**src/pkg/poll_regs_pkg.sv**
```systemverilog
`default_nettype none

package poll_regs_pkg;

  // Register port addresses, one per register index
  localparam logic [7:0] ADDR_NEXT_RX = 8'h2C;
  localparam logic [7:0] ADDR_POLL = 8'h2E;
  localparam logic [7:0] ADDR_INTERVAL = 8'h2F;
  localparam logic [7:0] ADDR_SCRATCH_ZERO = 8'h30;
  localparam logic [7:0] ADDR_SCRATCH_ONE = 8'h32;
  localparam logic [7:0] ADDR_SCRATCH_TWO = 8'h34;

  // Field positions of the next-receive shadow word and of the descriptor word one status byte
  localparam int STATUS_LSB = 24;
  localparam int STATUS_MSB = 31;
  localparam int COUNT_LSB = 0;
  localparam int COUNT_MSB = 11;
  localparam int DESC_STATUS_LSB = 8;
  localparam int DESC_STATUS_MSB = 15;

  // Interval register fields
  localparam int INTERVAL_USED_LSB = 4;
  localparam int INTERVAL_MSB = 15;
  localparam logic [15:0] INTERVAL_DEFAULT = 16'h0000;
  localparam logic [3:0] INTERVAL_IGNORED_BITS = 4'h0;

  // Reset values
  localparam logic [31:0] WORD_RESET = 32'h0000_0000;
  localparam logic [7:0] STATUS_RESET = 8'h00;
  localparam logic [11:0] COUNT_RESET = 12'h000;
  localparam logic [16:0] POLL_RESET = 17'h1_0000;

  // One clock period is two half-period units of the interval
  localparam int CRYSTAL_PERIOD_NS = 25;
  localparam int HALF_PERIOD_NS = CRYSTAL_PERIOD_NS / 2;
  localparam logic [17:0] HALF_UNITS_PER_CYCLE = 18'h0_0002;

  typedef struct packed {
    logic [7:0] status;
    logic [11:0] count;
  } rx_shadow_type;

  typedef enum logic [1:0] {
    SEQ_STOPPED = 2'b00,
    SEQ_INIT = 2'b01,
    SEQ_RUNNING = 2'b10,
    SEQ_SUSPENDED = 2'b11
  } seq_state_type;

endpackage

`default_nettype wire

```
**src/hdl/descriptor_poll_state_regs.sv**
```systemverilog
// Operation
// - Shadow bits 31-24 copy descriptor word one status bits 15:8.
// - Shadow bits 23-12 reserved; writes dropped, reads give zero.
// - Shadow bits 11-0 copy byte count of descriptor word two.
// - Registers reachable only while halt or suspend bit is set.
// - Sixteen-bit poll counter advances with time under the sequencer.
// - Poll counter wrap is what triggers each ring poll.
// - Initialization loads zero interval; a halted write overrides it.
// - Interval is two's complement, half-period units, low four bits ignored.
// - Zero interval gives 32768 crystal clock periods between polls.
//
// Our own choices: the strobed register port and the register addresses.
`timescale 1ns/1ps
`default_nettype none

module descriptor_poll_state_regs #(
  parameter int SCRATCH_WORDS = 3
) (
  // Clock and reset
  input wire logic sys_clk,
  input wire logic reset_n,
  // Register port
  input wire logic [7:0] reg_addr,
  input wire logic [31:0] reg_wdata,
  input wire logic reg_write,
  input wire logic reg_read,
  output logic [31:0] reg_rdata,
  // Main control register bits
  input wire logic init_request,
  input wire logic begin_operation_bit,
  input wire logic halt_bit,
  input wire logic suspend_bit,
  // Next receive descriptor fetch
  input wire logic desc_load,
  input wire logic [15:0] rx_descriptor_word1,
  input wire logic [15:0] rx_descriptor_word2,
  // Sequencer status
  output logic poll_trigger,
  output logic init_complete,
  output logic running
);

  poll_regs_pkg::seq_state_type seq_state;
  poll_regs_pkg::seq_state_type next_seq_state;

  poll_regs_pkg::rx_shadow_type rx_shadow;
  poll_regs_pkg::rx_shadow_type next_rx_shadow;
  poll_regs_pkg::rx_shadow_type desc_shadow;
  poll_regs_pkg::rx_shadow_type soft_shadow;

  logic [15:0] interval_register;
  logic [16:0] poll_time_counter;
  wire [31:0] scratch_word [0:SCRATCH_WORDS-1];

  // Access window
  wire access_open = halt_bit | suspend_bit;
  wire write_ok = reg_write & access_open;
  wire read_ok = reg_read & access_open;

  // Address decode
  wire hit_next_rx = (reg_addr == poll_regs_pkg::ADDR_NEXT_RX);
  wire hit_poll = (reg_addr == poll_regs_pkg::ADDR_POLL);
  wire hit_interval = (reg_addr == poll_regs_pkg::ADDR_INTERVAL);
  wire hit_scratch_zero = (reg_addr == poll_regs_pkg::ADDR_SCRATCH_ZERO);
  wire hit_scratch_one = (reg_addr == poll_regs_pkg::ADDR_SCRATCH_ONE);
  wire hit_scratch_two = (reg_addr == poll_regs_pkg::ADDR_SCRATCH_TWO);

  wire write_next_rx = write_ok & hit_next_rx;
  wire write_poll = write_ok & hit_poll;
  wire write_interval = write_ok & hit_interval;

  // Scratch write enables, one per word
  wire [SCRATCH_WORDS-1:0] scratch_hit;
  assign scratch_hit[0] = hit_scratch_zero;
  assign scratch_hit[1] = hit_scratch_one;
  assign scratch_hit[2] = hit_scratch_two;
  wire [SCRATCH_WORDS-1:0] scratch_write = scratch_hit & {SCRATCH_WORDS{write_ok}};

  // Low half of the write word feeds both the interval and the poll counter
  wire [15:0] write_low_half = reg_wdata[poll_regs_pkg::INTERVAL_MSB:0];

  // Start is ignored while halt is still held
  wire start_allowed = begin_operation_bit & ~halt_bit;

  // Sequencer
  always_comb begin
    next_seq_state = seq_state;
    case (seq_state)
      poll_regs_pkg::SEQ_STOPPED: begin
        if (init_request) begin
          next_seq_state = poll_regs_pkg::SEQ_INIT;
        end else if (start_allowed) begin
          next_seq_state = poll_regs_pkg::SEQ_RUNNING;
        end
      end
      poll_regs_pkg::SEQ_INIT: begin
        next_seq_state = poll_regs_pkg::SEQ_STOPPED;
      end
      poll_regs_pkg::SEQ_RUNNING: begin
        if (halt_bit) begin
          next_seq_state = poll_regs_pkg::SEQ_STOPPED;
        end else if (suspend_bit) begin
          next_seq_state = poll_regs_pkg::SEQ_SUSPENDED;
        end
      end
      poll_regs_pkg::SEQ_SUSPENDED: begin
        if (halt_bit) begin
          next_seq_state = poll_regs_pkg::SEQ_STOPPED;
        end else if (!suspend_bit) begin
          next_seq_state = poll_regs_pkg::SEQ_RUNNING;
        end
      end
      default: begin
        next_seq_state = poll_regs_pkg::SEQ_STOPPED;
      end
    endcase
  end

  wire entering_init = (seq_state == poll_regs_pkg::SEQ_INIT);
  wire counting = (seq_state == poll_regs_pkg::SEQ_RUNNING);

  always_ff @(posedge sys_clk or negedge reset_n) begin
    if (!reset_n) begin
      seq_state <= poll_regs_pkg::SEQ_STOPPED;
    end else begin
      seq_state <= next_seq_state;
    end
  end

  // Shadow of the next receive descriptor
  assign desc_shadow.status =
    rx_descriptor_word1[poll_regs_pkg::DESC_STATUS_MSB:poll_regs_pkg::DESC_STATUS_LSB];
  assign desc_shadow.count =
    rx_descriptor_word2[poll_regs_pkg::COUNT_MSB:poll_regs_pkg::COUNT_LSB];
  assign soft_shadow.status =
    reg_wdata[poll_regs_pkg::STATUS_MSB:poll_regs_pkg::STATUS_LSB];
  // Reserved bits of the write are dropped on purpose
  assign soft_shadow.count =
    reg_wdata[poll_regs_pkg::COUNT_MSB:poll_regs_pkg::COUNT_LSB];

  // Fetch wins over a software write; software should only write while halted
  assign next_rx_shadow = desc_load ? desc_shadow :
                          write_next_rx ? soft_shadow :
                          rx_shadow;

  always_ff @(posedge sys_clk or negedge reset_n) begin
    if (!reset_n) begin
      rx_shadow <= {poll_regs_pkg::STATUS_RESET, poll_regs_pkg::COUNT_RESET};
    end else begin
      rx_shadow <= next_rx_shadow;
    end
  end

  // Interval register
  wire [15:0] next_interval =
    entering_init ? poll_regs_pkg::INTERVAL_DEFAULT :
    write_interval ? write_low_half :
    interval_register;

  always_ff @(posedge sys_clk or negedge reset_n) begin
    if (!reset_n) begin
      interval_register <= poll_regs_pkg::INTERVAL_DEFAULT;
    end else begin
      interval_register <= next_interval;
    end
  end

  // Reload value: bit 16 implied one, low nibble ignored
  wire [16:0] poll_reload = {1'b1,
    interval_register[poll_regs_pkg::INTERVAL_MSB:poll_regs_pkg::INTERVAL_USED_LSB],
    poll_regs_pkg::INTERVAL_IGNORED_BITS};

  // Poll counter counts half periods up to the 17-bit wrap
  wire [17:0] poll_sum = {1'b0, poll_time_counter}
                         + poll_regs_pkg::HALF_UNITS_PER_CYCLE;
  wire poll_wrap = counting & poll_sum[17];

  // Bit 16 of a written count is implied one, as in the reload
  wire [16:0] poll_write_value = {1'b1, write_low_half};

  wire [16:0] next_poll =
    write_poll ? poll_write_value :
    entering_init ? poll_regs_pkg::POLL_RESET :
    poll_wrap ? poll_reload :
    counting ? poll_sum[16:0] :
    poll_time_counter;

  always_ff @(posedge sys_clk or negedge reset_n) begin
    if (!reset_n) begin
      poll_time_counter <= poll_regs_pkg::POLL_RESET;
    end else begin
      poll_time_counter <= next_poll;
    end
  end

  // Poll request pulse, one cycle per wrap
  always_ff @(posedge sys_clk or negedge reset_n) begin
    if (!reset_n) begin
      poll_trigger <= 1'b0;
    end else begin
      poll_trigger <= poll_wrap;
    end
  end

  // Scratch words
  genvar g;
  generate
    for (g = 0; g < SCRATCH_WORDS; g = g + 1) begin : gen_scratch
      scratch_slot #(
        .RESET_VALUE(poll_regs_pkg::WORD_RESET)
      ) u_slot (
        .sys_clk(sys_clk),
        .reset_n(reset_n),
        .write_enable(scratch_write[g]),
        .write_value(reg_wdata),
        .stored_value(scratch_word[g])
      );
    end
  endgenerate

  // Read selection
  wire [31:0] shadow_word = {rx_shadow.status, 12'h000, rx_shadow.count};
  wire [31:0] poll_word = {16'h0000, poll_time_counter[poll_regs_pkg::INTERVAL_MSB:0]};
  wire [31:0] interval_word = {16'h0000, interval_register};

  // Closed window and unmapped addresses read as zero
  logic [31:0] read_value;

  always_comb begin
    read_value = poll_regs_pkg::WORD_RESET;
    if (!read_ok) begin
      read_value = poll_regs_pkg::WORD_RESET;
    end else if (hit_next_rx) begin
      read_value = shadow_word;
    end else if (hit_poll) begin
      read_value = poll_word;
    end else if (hit_interval) begin
      read_value = interval_word;
    end else if (hit_scratch_zero) begin
      read_value = scratch_word[0];
    end else if (hit_scratch_one) begin
      read_value = scratch_word[1];
    end else if (hit_scratch_two) begin
      read_value = scratch_word[2];
    end
  end

  always_ff @(posedge sys_clk or negedge reset_n) begin
    if (!reset_n) begin
      reg_rdata <= poll_regs_pkg::WORD_RESET;
    end else begin
      reg_rdata <= read_value;
    end
  end

  // Status outputs; a finishing init beats the clear from a held request
  wire next_init_complete = entering_init | (init_complete & ~init_request);
  wire next_running = (next_seq_state == poll_regs_pkg::SEQ_RUNNING);

  always_ff @(posedge sys_clk or negedge reset_n) begin
    if (!reset_n) begin
      init_complete <= 1'b0;
    end else begin
      init_complete <= next_init_complete;
    end
  end

  always_ff @(posedge sys_clk or negedge reset_n) begin
    if (!reset_n) begin
      running <= 1'b0;
    end else begin
      running <= next_running;
    end
  end

endmodule

// One retained word, reused for every scratch slot
module scratch_slot #(
  parameter logic [31:0] RESET_VALUE = 32'h0000_0000
) (
  // Clock and reset
  input wire logic sys_clk,
  input wire logic reset_n,
  // Write side
  input wire logic write_enable,
  input wire logic [31:0] write_value,
  // Stored word
  output logic [31:0] stored_value
);

  always_ff @(posedge sys_clk or negedge reset_n) begin
    if (!reset_n) begin
      stored_value <= RESET_VALUE;
    end else if (write_enable) begin
      stored_value <= write_value;
    end
  end

endmodule

`default_nettype wire

```
**config.mk**
```make
export PLATFORM = sky130hd
export DESIGN_NAME = descriptor_poll_state_regs
export DESIGN_NICKNAME = d
export VERILOG_FILES = /design/src/pkg/poll_regs_pkg.sv /design/src/hdl/descriptor_poll_state_regs.sv
export SDC_FILE = /design/constraint.sdc
export NUM_CORES = 1
export LEC_CHECK = 0
export BUFFER_PORTS_ARGS = -buffer_cell sky130_fd_sc_hd__buf_2
export CAP_MARGIN = 20
export CORE_UTILIZATION = 53
export CTS_CLUSTER_DIAMETER = 150
export DETAILED_ROUTE_END_ITERATION = 10
export PLACE_DENSITY = 0.77
export SYNTH_ARGS = -nofsm -noshare
export SYNTH_HDL_FRONTEND = slang
export SYNTH_HIERARCHICAL = 1
export SYNTH_SLANG_ARGS = --single-unit
```
**constraint.sdc**
```tcl
create_clock -name sys_clk -period 1.8 [get_ports sys_clk]
set_input_delay 0.09 -clock sys_clk [delete_from_list [all_inputs] [get_ports sys_clk]]
set_output_delay 0.09 -clock sys_clk [all_outputs]
set_load 0.05 [all_outputs]
```
==> qor.txt, run 1 <==
status = finished, final reports clean
Max-Cap Viols = 0
die area = 17900 µm²
warnings from Yosys = 6
post-place setup slack = -0.211 ns
CP Max Fanout = 13
worst clock skew = 0.00963 ns
hold wc startpoint = reg_wdata[5]
layout cells sized above 1 = 31.9%
Tcrit/Tclk final = 94.1%
per-cell routed wire length = 20.0 µm
Worst Path Arrival = 2.05 ns
Final Wtd Congestion = 0.891
# DRC = 0
fmax = 0.590 GHz
post-route insts no fill = 1206
CTS Buf Count = 17
Synth Cell Area = 9220 µm²
max-slew violations = 0
top cell type by total area after synthesis = dfrtp_1
top cells by area, synth = dfrtp_1 50%, mux2_4 15%, mux2i_1 3.9%
area grow syn2layout = 24.8%
PD cells = 816 nW/µm²
row cnt = 47
Hold Path Depth = 3
initial antenna violation count = 3
Setup crit end kind = flip-flop
pin count of the biggest net entering global routing = 60
PortBufs = 103
HPWL Detailed = 15200 µm
CP Launch Type = input pin
Placed Area = 10300 µm²
Clock Tree Buf Depth = 2
worst vdd ir = 0.732 mV
Netlist cell types = 56
vias per std cell = 5.83
R2R Path End = poll_time_counter[15]$_DFFE_PN0P_
number of synthesized flops with an enable pin = 0
worst reg-to-reg path cell count = 8
critical path class = input pin to flip-flop
leakage = 5.49 nW
CTS tree = built
async set-reset flop share out of synthesis = 100%
Avg Inst Size Synth = 11.9 µm²
Final setup viols = 0
Via Count = 7032
Worst slew margin = 39.5%
Hold WC Path Type = input pin to flip-flop
Top FF cell, synth = dfrtp_1
I/O pin count = 116
share of the synthesized area in the top cell type = 50.2%
root buffer cell = clkbuf_16
placed cells = 1112
CTS HTree Levels = 4
syn nets = 859
reg2reg setup slack = 0.12 ns
Die Y-Extent = 134 µm
clock-pin slew on the worst setup and hold paths = 0.06 ns
WHS Endpoint = poll_time_counter[5]$_DFFE_PN0P_
sequential area share after synthesis = 50.5%
worst-margin pin slew = 0.905 ns
post-route ant nets = 0
Synth Register Bits = 186
fin nets = 1054
finished layout cell area = 11500 µm²
vias in the first global route = 7006
Clock Latency Late Sink = 0.44 ns
final core occ = 68.7%
Initial Util = 55.0%
total gr overflow = 0
Core ar. = 16800 µm²
DRT iter0 DRCs = 509
post-route setup slack = 0.106 ns
Global Route Usage Sum = 27.8%
Final Critical Period = 1.69 ns
drt pass-1 iters = 5
first-pass GRT wire length = 38100 µm
Filler cells = 1192
DRT Wirelength = 24100 µm
CTS sink count = 186
Critical Path RT = 2.16 ns
setup TNS = 0 ns
Hold Fails Final Rpt = 0
Reg2Reg Launch Point = poll_time_counter[1]$_DFFE_PN0P_
number of cells produced by synthesis = 777
Die X = 134 µm
critical path: stages:
cell	delay, ns
dlygate4sd3_1	0.52
buf_2	0.16
o21a_1	0.29
nand4_1	0.36
buf_4	0.32
nand2_1	0.13
nor2_1	0.05
a31oi_1	0.14
per-stage QoR:
step,power (mW),hold slack (ns)
after detailed placement,5.54,0.106
final,9.39,0.0128
after global placement,5.51,0.0931
after CTS,9.38,0.0000656
after global routing,9.71,0.0213
after floorplan,5.06,-0.206
how the worst max path moves through the flow:
stage | cells past startpoint | slack (ns) | from | endpoint
final | 8 | 0.11 | halt_bit | poll_time_counter[2]$_DFFE_PN0P_
after global routing | 8 | -0.008 | poll_time_counter[1]$_DFFE_PN0P_ | poll_time_counter[7]$_DFFE_PN0P_
after detailed placement | 9 | -0.21 | reg_addr[7] | reg_rdata[18]$_DFF_PN0_
after global placement | 9 | -0.16 | reg_addr[7] | gen_scratch[1].u_slot/stored_value[20]$_DFFE_PN0P_
after floorplan | 8 | -0.05 | reg_addr[7] | gen_scratch[0].u_slot/stored_value[0]$_DFFE_PN0P_
after CTS | 6 | 0.04 | halt_bit | interval_register[6]$_DFFE_PN0P_
flip-flops by register name (all words and copies together) (netlist names), 2 cells and up:
| signal | flops |
|---|---|
| gen_scratch.u_slot/stored_value | 96 |
| reg_rdata | 32 |
| interval_register | 16 |
| rx_shadow | 20 |
| seq_state | 2 |
| poll_time_counter | 17 |
synthesized netlist by cell type, types with 5 or more instances:
cell and instances:
a2111oi_0 8, a21oi_1 29, a22o_1 16, a22oi_1 13
a2bb2oi_1 11, buf_12 9, buf_2 7, clkbuf_1 31
dfrtp_1 185, inv_1 15, mux2_2 7, mux2_4 90
mux2i_1 36, nand2_1 58, nand2b_1 27, nand3_1 15
nand4_1 5, nor2_1 47, nor2b_1 25, nor3_1 7
o21ai_0 19, o21ai_1 21, o221ai_1 14, o22ai_1 8
o2bb2ai_1 14
metal layers:
metal,part of all wire [%],GRT usage [%],vias to the layer above
met4,2.4,10.8,2
met3,6.7,5.86,51
li1,-,-,3189
met1,44,38.5,3484
met2,47,42.8,306
met5,0.054,0,-
placed cells by master, fill, tap and decap left out, drive strengths merged, types with 3 or more instances in the layout:
cell type and n:
dfrtp 185, o211ai 3, nand3b 4, mux2i 36
nor2b 25, nor3b 3, nor3 8, nor2 49
a22oi 13, o2bb2ai 14, a31oi 3, mux2 97
xnor2 3, nand2 58, xor2 4, and3 3
a221oi 4, inv 19, dlygate4sd3 58, a2111oi 8
a21oi 30, diode 3, nand2b 27, or3 3
a2bb2oi 11, nand4 5, o22ai 8, a22o 16
buf 173, nand3 15, o21ai 40, o221ai 14
clkbuf 21
final cells by class:
| type | count | area (µm²) | area share (%) |
|---|---|---|---|
| Antenna cell | 3 | 7.51 | 0.0652 |
| Clock buffer | 21 | 470 | 4.09 |
| Clock inverter | 9 | 114 | 0.990 |
| Inverter | 16 | 62.6 | 0.544 |
| Multi-Input combinational cell | 520 | 4170 | 36.2 |
| Sequential cell | 186 | 4660 | 40.5 |
| Tap cell | 220 | 275 | 2.39 |
| Timing Repair Buffer | 231 | 1750 | 15.2 |
report_power, final:
group,internal (mW),switching (mW)
Clock,2.15,1.63
Combinational,0.533,0.610
Sequential,4.35,0.109
Total,7.04,2.34
cells by family (layout without fill, tap and decap cells):
kind of cell,after synthesis,in the layout,share of synthesized area [%]
buffers and inverters,71,277,4.94
other,0,3,0
xor gates and xnor gates,7,7,0.665
DFF,186,186,50.5
muxes,133,133,19.4
and+or+nand+nor,206,206,11.2
adders and majority gates,1,1,0.136
AOI/OAI and AO/OA,173,173,13.1
what timing repair did:
action                                  4_1_cts  5_1_grt
hold buffers                                 58        0
gates resized for setup                       0        5
setup buffers                                 0        3
endpoints found under the setup margin        0       28
endpoints found under the hold margin       158        0
Note: power is estimated with default switching activity, not from simulation.
==> run 2: changes to the inputs <==
Settings changed: CORE_UTILIZATION 53 to 52, PLACE_DENSITY 0.77 to 0.76, SYNTH_HIERARCHICAL 1 to unset.
==> run 2 against run 1 <==
Effect of this change: sequential cell count is the same; clock skew grew 0.0013 ns; global-route usage grew 0.90 points; critical endpoint is now gen_scratch[2].u_slot.stored_value[5]$_DFFE_PN0P_; largest cell class unchanged.
==> qor.txt, run 2 <==
post-route ant nets = 0 (unchanged)
biggest regs = gen_scratch.u_slot.stored_value: 96 flops, reg_rdata: 32 flops, rx_shadow: 20 flops (was gen_scratch.u_slot/stored_value: 96 flops, reg_rdata: 32 flops, rx_shadow: 20 flops)
fin nets = 1052 (was 1054)
setup TNS = 0 ns (unchanged)
slowest stage delay, CP = 0.42 ns (was 0.52 ns)
Critical Path RT = 2.12 ns (was 2.16 ns)
CTS HTree Levels = 4 (unchanged)
Worst path top cell family by delay = simple AND/OR/NAND/NOR gates (was buffers and inverters)
worst vdd ir = 0.733 mV (was 0.732 mV)
worst-margin pin slew = 0.690 ns (was 0.905 ns)
area grow syn2layout = 29.0% (was 24.8%)
root buffer cell = clkbuf_16 (unchanged)
Initial Util = 53.4% (was 55.0%)
leakage = 5.54 nW (was 5.49 nW)
I/O pin count = 116 (unchanged)
Hold WC Path Type = input pin to flip-flop (unchanged)
Synth Cell Area = 8860 µm² (was 9220 µm²)
max-slew violations = 0 (unchanged)
Critical-path top delay cell = or3b_4 (was dlygate4sd3_1)
Final Critical Period = 1.78 ns (was 1.69 ns)
Worst Path Arrival = 2.10 ns (was 2.05 ns)
row cnt = 47 (unchanged)
Setup crit end kind = flip-flop (unchanged)
DRT iter0 DRCs = 531 (was 509)
CP Launch Type = input pin (unchanged)
status = finished, final reports clean (unchanged)
metal2 WL = 12100 µm (was 11300 µm)
CTS tree = built (unchanged)
pin count of the biggest net entering global routing = 58 (was 60)
CP Max Fanout = 31 (was 13)
syn nets = 838 (was 859)
most common cell after layout, fill and taps aside = dfrtp_1 (unchanged)
fmax = 0.561 GHz (was 0.590 GHz)
commonest cells after routing, fill and taps aside = 185 x dfrtp_1, 102 x buf_2, 74 x buf_4 (was 185 x dfrtp_1, 102 x buf_2, 90 x mux2_4)
Largest register FFs = 96 (unchanged)
Global Route Usage Sum = 28.7% (was 27.8%)
wl on met1 = 10300 µm (was 10600 µm)
die area = 17600 µm² (was 17900 µm²)
async set-reset flop share out of synthesis = 100% (unchanged)
worst clock skew = 0.0110 ns (was 0.00963 ns)
vias in the first global route = 7269 (was 7006)
clock-pin slew on the worst setup and hold paths = 0.07 ns (was 0.06 ns)
Worst slew margin = 54.0% (was 39.5%)
WL met3 = 1460 µm (was 1610 µm)
initial antenna violation count = 0 (was 3)
Final setup viols = 0 (unchanged)
HPWL Detailed = 15000 µm (was 15200 µm)
CTS sink count = 186 (unchanged)
Synth Register Bits = 186 (unchanged)
drt pass-1 iters = 5 (unchanged)
Top FF cell, synth = dfrtp_1 (unchanged)
share of the synthesized area in the top cell type = 52.3% (was 50.2%)
top cell type by total area after synthesis = dfrtp_1 (unchanged)
Die Y-Extent = 133 µm (was 134 µm)
# DRC = 0 (unchanged)
sequential area share after synthesis = 52.6% (was 50.5%)
Synth top cells by count = 185 x dfrtp_1, 64 x mux2_2, 53 x nand2_1, 49 x mux2i_1, 45 x o21ai_0 (was 185 x dfrtp_1, 90 x mux2_4, 58 x nand2_1, 47 x nor2_1, 36 x mux2i_1)
PortBufs = 103 (unchanged)
Clock Latency Late Sink = 0.44 ns (about the same)
total gr overflow = 0 (unchanged)
Hold Fails Final Rpt = 0 (unchanged)
Avg Inst Size Synth = 11.7 µm² (was 11.9 µm²)
top cells by area, synth = dfrtp_1 52%, mux2_2 8.1%, mux2i_1 5.5% (was dfrtp_1 50%, mux2_4 15%, mux2i_1 3.9%)
warnings from Yosys = 0 (was 6)
count leader, synth = dfrtp_1 (unchanged)
DRT Wirelength = 24300 µm (was 24100 µm)
Max-Cap Viols = 0 (unchanged)
layout cells sized above 1 = 34.1% (was 31.9%)
per-cell routed wire length = 20.2 µm (was 20.0 µm)
number of cells produced by synthesis = 756 (was 777)
Netlist cell types = 55 (was 56)
number of synthesized flops with an enable pin = 0 (unchanged)
Core ar. = 16600 µm² (was 16800 µm²)
most flop-heavy register = gen_scratch.u_slot.stored_value (was gen_scratch.u_slot/stored_value)
buffer and inverter count on the worst path = 3 (unchanged)
Critical Path, Cell by Cell = buf_2 > or3b_4 > or2_4 > buf_4 > nor4b_4 > o211ai_4 > buf_12 > mux2_1 (was dlygate4sd3_1 > buf_2 > o21a_1 > nand4_1 > buf_4 > nand2_1 > nor2_1 > a31oi_1)
critical path class = input pin to flip-flop (unchanged)
finished layout cell area = 11400 µm² (was 11500 µm²)
Via Count = 7097 (was 7032)
PD cells = 835 nW/µm² (was 816 nW/µm²)
CTS Buf Count = 17 (unchanged)
Tcrit/Tclk final = 99.1% (was 94.1%)
Clock Tree Buf Depth = 2 (unchanged)
first-pass GRT wire length = 38700 µm (was 38100 µm)
Placed Area = 10200 µm² (was 10300 µm²)
vias per std cell = 5.90 (was 5.83)
Final Wtd Congestion = 0.886 (was 0.891)
Die X = 133 µm (was 134 µm)
Max Used Layer = met4 (was met5)
post-route total power = 9.54 mW (was 9.39 mW)
## run 2: changes by cell type in the layout (fill, tap and decap cells not counted), moves of 14 or more
cell       before  now
o21ai_1        21    5
nand2b_1       27    5
o2bb2ai_1      14    0
mux2_2          7   64
o21ai_0        19   45
buf_4          60   74
mux2_4         90   31
## run 2: power by group
group / leakage, nW / switching (mW) / internal (mW)
Combinational: 2.72 / 0.617 / 0.535
Clock: 0.287 / 1.63 / 2.28
Sequential: 2.53 / 0.118 / 4.36
Total: 5.54 / 2.36 / 7.17
## run 2: layout make-up
class / instances / area, µm²
Fill cell: 1198 / 5160
Sequential cell: 186 / 4660
Multi-Input combinational cell: 503 / 3910
Timing Repair Buffer: 243 / 1900
Clock buffer: 20 / 467
Tap cell: 220 / 275
Clock inverter: 10 / 143
Inverter: 19 / 71.3
Antenna cell: 1 / 2.50
## run 2: final timing paths
| kind | cells after the start | from | endpoint | slack [ns] |
|---|---|---|---|---|
| setup / recovery | 8 | reg_addr[7] | gen_scratch[2].u_slot.stored_value[5]$_DFFE_PN0P_ | 0.02 |
| hold / removal | 2 | reg_wdata[6] | gen_scratch[1].u_slot.stored_value[6]$_DFFE_PN0P_ | 0.01 |
| setup reg to reg | 7 | poll_time_counter[1]$_DFFE_PN0P_ | poll_time_counter[1]$_DFFE_PN0P_ | 0.09 |
| hold reg to reg | 2 | rx_shadow[18]$_DFFE_PN0P_ | reg_rdata[30]$_DFF_PN0_ | 0.48 |
| max in group asynchronous | 3 | reset_n | reg_rdata[18]$_DFF_PN0_ | 0.96 |
| min in group asynchronous | 2 | reset_n | reg_rdata[3]$_DFF_PN0_ | 0.20 |
## run 2: per-layer routing
layer,vias up,track usage [%]
li1,3172,-
met1,3600,38.1
met2,282,47.8
met3,43,4.75
met4,0,9.96
met5,-,0
## run 2: stage by stage
stage               cells  utilization (%)  hold slack, ns  setup slack (ns)
finish               1202             68.9          0.0127            0.0168
global route         1201             68.9         0.00660           -0.0103
CTS                  1197             68.3         0.00414            0.0161
detailed placement   1115             61.3          0.0969            -0.496
global placement     1115             61.3          0.0978            -0.467
floorplan             756                -          -0.206            -0.354
## run 2: timing repair
action | CTS | global route
setup buffers | 0 | 3
hold buffers | 51 | 0
endpoints found under the hold margin | 168 | 0
resized for setup | 4 | 8
endpoints found under the setup margin | 45 | 39
cloned | 1 | 1
pin swaps | 0 | 2
## run 2: logic make-up (layout without fill, tap and decap cells)
family | Yosys count | count (layout) | share of synthesized area (%)
adders and majority gates | 1 | 1 | 0.141
other | 0 | 1 | 0
DFF | 186 | 186 | 52.6
muxes | 145 | 145 | 19.0
xor gates and xnor gates | 11 | 11 | 1.09
and+or+nand+nor | 175 | 175 | 10.0
buffers and inverters | 67 | 292 | 4.17
AOI/OAI and AO/OA | 171 | 171 | 13.0
==> run 3: changes to the inputs <==
Settings changed: RECOVER_POWER set to 100.
==> run 3 against run 2 <==
Effect of this change: clock-buffer cell count did not move; worst hold slack got worse by 0.0027 ns; register-to-register slack barely moved; maximum frequency rose by 0.28%; sequential cell count did not move; power fell by 0.25%; critical path type unchanged; critical endpoint unchanged; largest power group unchanged; highest routed layer unchanged.
==> qor.txt, run 3 (synthesized netlist as in run 2, its figures left out) <==
drt pass-1 iters = 5 (unchanged)
Critical Path RT = 2.12 ns (about the same)
Critical-path top delay cell = or3b_4 (unchanged)
Initial Util = 53.4% (unchanged)
clock-pin slew on the worst setup and hold paths = 0.07 ns (about the same)
Hold Fails Final Rpt = 0 (unchanged)
critical path depth in cells = 8 (unchanged)
layout cells sized above 1 = 30.2% (was 34.1%)
CP Max Fanout = 31 (unchanged)
CP Launch Type = input pin (unchanged)
post-place setup slack = -0.496 ns (unchanged)
max-slew violations = 0 (unchanged)
most flop-heavy register = gen_scratch.u_slot.stored_value (unchanged)
DRT iter0 DRCs = 609 (was 531)
Largest register FFs = 96 (unchanged)
fmax = 0.562 GHz (was 0.561 GHz)
Worst path top cell family by delay = simple AND/OR/NAND/NOR gates (unchanged)
slowest stage delay, CP = 0.42 ns (about the same)
biggest regs = gen_scratch.u_slot.stored_value: 96 flops, reg_rdata: 32 flops, rx_shadow: 20 flops (unchanged)
Reg2Reg Launch Point = poll_time_counter[1]$_DFFE_PN0P_ (unchanged)
Worst Path Arrival = 2.10 ns (about the same)
Max-Cap Viols = 0 (unchanged)
per-cell routed wire length = 20.2 µm (about the same)
HPWL Detailed = 15000 µm (unchanged)
Core ar. = 16600 µm² (unchanged)
I/O pin count = 116 (unchanged)
Via Count = 7108 (was 7097)
worst clock skew = 0.0121 ns (was 0.0110 ns)
worst reg-to-reg path cell count = 7 (unchanged)
leakage = 5.36 nW (was 5.54 nW)
minimum hold slack = 0.00993 ns (was 0.0127 ns)
DRT Wirelength = 24300 µm (about the same)
critical path class = input pin to flip-flop (unchanged)
row cnt = 47 (unchanged)
vias per std cell = 5.91 (was 5.90)
most common cell after layout, fill and taps aside = dfrtp_1 (unchanged)
Clock Tree Buf Depth = 2 (unchanged)
Die Y-Extent = 133 µm (unchanged)
Global Route Usage Sum = 28.7% (unchanged)
pin count of the biggest net entering global routing = 58 (unchanged)
Final setup viols = 0 (unchanged)
Final Wtd Congestion = 0.886 (unchanged)
post-route setup slack = 0.0218 ns (was 0.0168 ns)
PortBufs = 103 (unchanged)
die area = 17600 µm² (unchanged)
CTS tree = built (unchanged)
post-route ant nets = 0 (unchanged)
PD cells = 840 nW/µm² (was 835 nW/µm²)
first-pass GRT wire length = 38700 µm (unchanged)
worst-margin pin slew = 0.901 ns (was 0.690 ns)
root buffer cell = clkbuf_16 (unchanged)
Critical Path, Cell by Cell = buf_2 > or3b_4 > or2_4 > buf_4 > nor4b_4 > o211ai_4 > buf_12 > mux2_1 (unchanged)
post-route total power = 9.51 mW (was 9.54 mW)
Filler cells = 1232 (was 1198)
Final Critical Period = 1.78 ns (about the same)
Hold WC Path Type = input pin to flip-flop (unchanged)
Clock Latency Late Sink = 0.45 ns (was 0.44 ns)
Setup crit start = reg_addr[7] (unchanged)
CTS Buf Count = 17 (unchanged)
buffer and inverter count on the worst path = 3 (unchanged)
vias in the first global route = 7269 (unchanged)
worst vdd ir = 0.736 mV (was 0.733 mV)
initial antenna violation count = 0 (unchanged)
Tcrit/Tclk final = 98.8% (was 99.1%)
area grow syn2layout = 27.8% (was 29.0%)
commonest cells after routing, fill and taps aside = 185 x dfrtp_1, 70 x buf_4, 68 x buf_2 (was 185 x dfrtp_1, 102 x buf_2, 74 x buf_4)
Die X = 133 µm (unchanged)
status = finished, final reports clean (unchanged)
CTS HTree Levels = 4 (unchanged)
reg2reg setup slack = 0.09 ns (about the same)
Setup crit end kind = flip-flop (unchanged)
R2R Path End = poll_time_counter[1]$_DFFE_PN0P_ (unchanged)
total gr overflow = 0 (unchanged)
# DRC = 0 (unchanged)
Worst slew margin = 39.9% (was 54.0%)
fin nets = 1052 (unchanged)
Critical Path End = gen_scratch[2].u_slot.stored_value[5]$_DFFE_PN0P_ (unchanged)
CTS sink count = 186 (unchanged)
==> run 3: layout make-up <==
cell class	instances	area [µm²]	area share [%]
sequential	186	4660	41.1
multi-input combinational	503	3910	34.5
timing repair buffer	243	1790	15.8
clock buffer	20	467	4.12
tap	220	275	2.43
clock inverter	10	143	1.26
inverter	19	71.3	0.630
antenna	1	2.50	0.0221
==> run 3: repair_timing <==
| action | CTS | global route |
|---|---|---|
| endpoints found under the setup margin | 45 | 39 |
| gates cloned | 1 | 1 |
| hold endpoints to repair | 168 | 0 |
| hold buffers | 51 | 0 |
| pin swaps | 0 | 2 |
| gates resized for setup | 4 | 8 |
| buffers inserted | 0 | 3 |
==> run 3: worst reg2reg max path, stage by stage, from the launching register on <==
cell and delay [ns]:
dfrtp_1 0.38, ha_1 0.26, nand3_4 0.14, nor4_4 0.19
buf_4 0.18, nand2_1 0.11, a31oi_1 0.22, o21ai_0 0.11
==> run 3: through the flow <==
step	area (µm²)	utilization (%)	cells	TNS, ns
final	11300	68.2	1202	0
after CTS	11300	68.3	1197	0
after detailed placement	10200	61.3	1115	-61.22
after global routing	11300	68.2	1201	-0.0136
after floorplan	8890	-	756	-34.68
after global placement	10200	61.3	1115	-56.40
==> run 3: how the worst min path moves through the flow <==
| stage | from | endpoint | slack, ns | depth (start not counted) |
|---|---|---|---|---|
| floorplan | reset_n | gen_scratch[0].u_slot.stored_value[0]$_DFFE_PN0P_ | -0.21 | 0 |
| global placement | reset_n | rx_shadow[17]$_DFFE_PN0P_ | 0.1 | 1 |
| detailed placement | reset_n | gen_scratch[0].u_slot.stored_value[29]$_DFFE_PN0P_ | 0.1 | 1 |
| CTS | reg_wdata[9] | interval_register[9]$_DFFE_PN0P_ | 0.004 | 2 |
| global route | reg_wdata[9] | gen_scratch[1].u_slot.stored_value[9]$_DFFE_PN0P_ | 0.007 | 2 |
| finish | reg_wdata[6] | gen_scratch[1].u_slot.stored_value[6]$_DFFE_PN0P_ | 0.01 | 2 |
==> run 3: power by group <==
part           internal (mW)  switching, mW
registers               4.36          0.119
clock network           2.28           1.62
logic                  0.516          0.613
==> run 3: per-layer routing <==
| layer | track usage [%] | wire [µm] | vias to the layer above |
|---|---|---|---|
| li1 | - | - | 3176 |
| met1 | 38.1 | 10100 | 3565 |
| met2 | 47.8 | 12100 | 323 |
| met3 | 4.75 | 1550 | 44 |
| met4 | 9.96 | 524 | 0 |
| met5 | 0 | 0 | - |
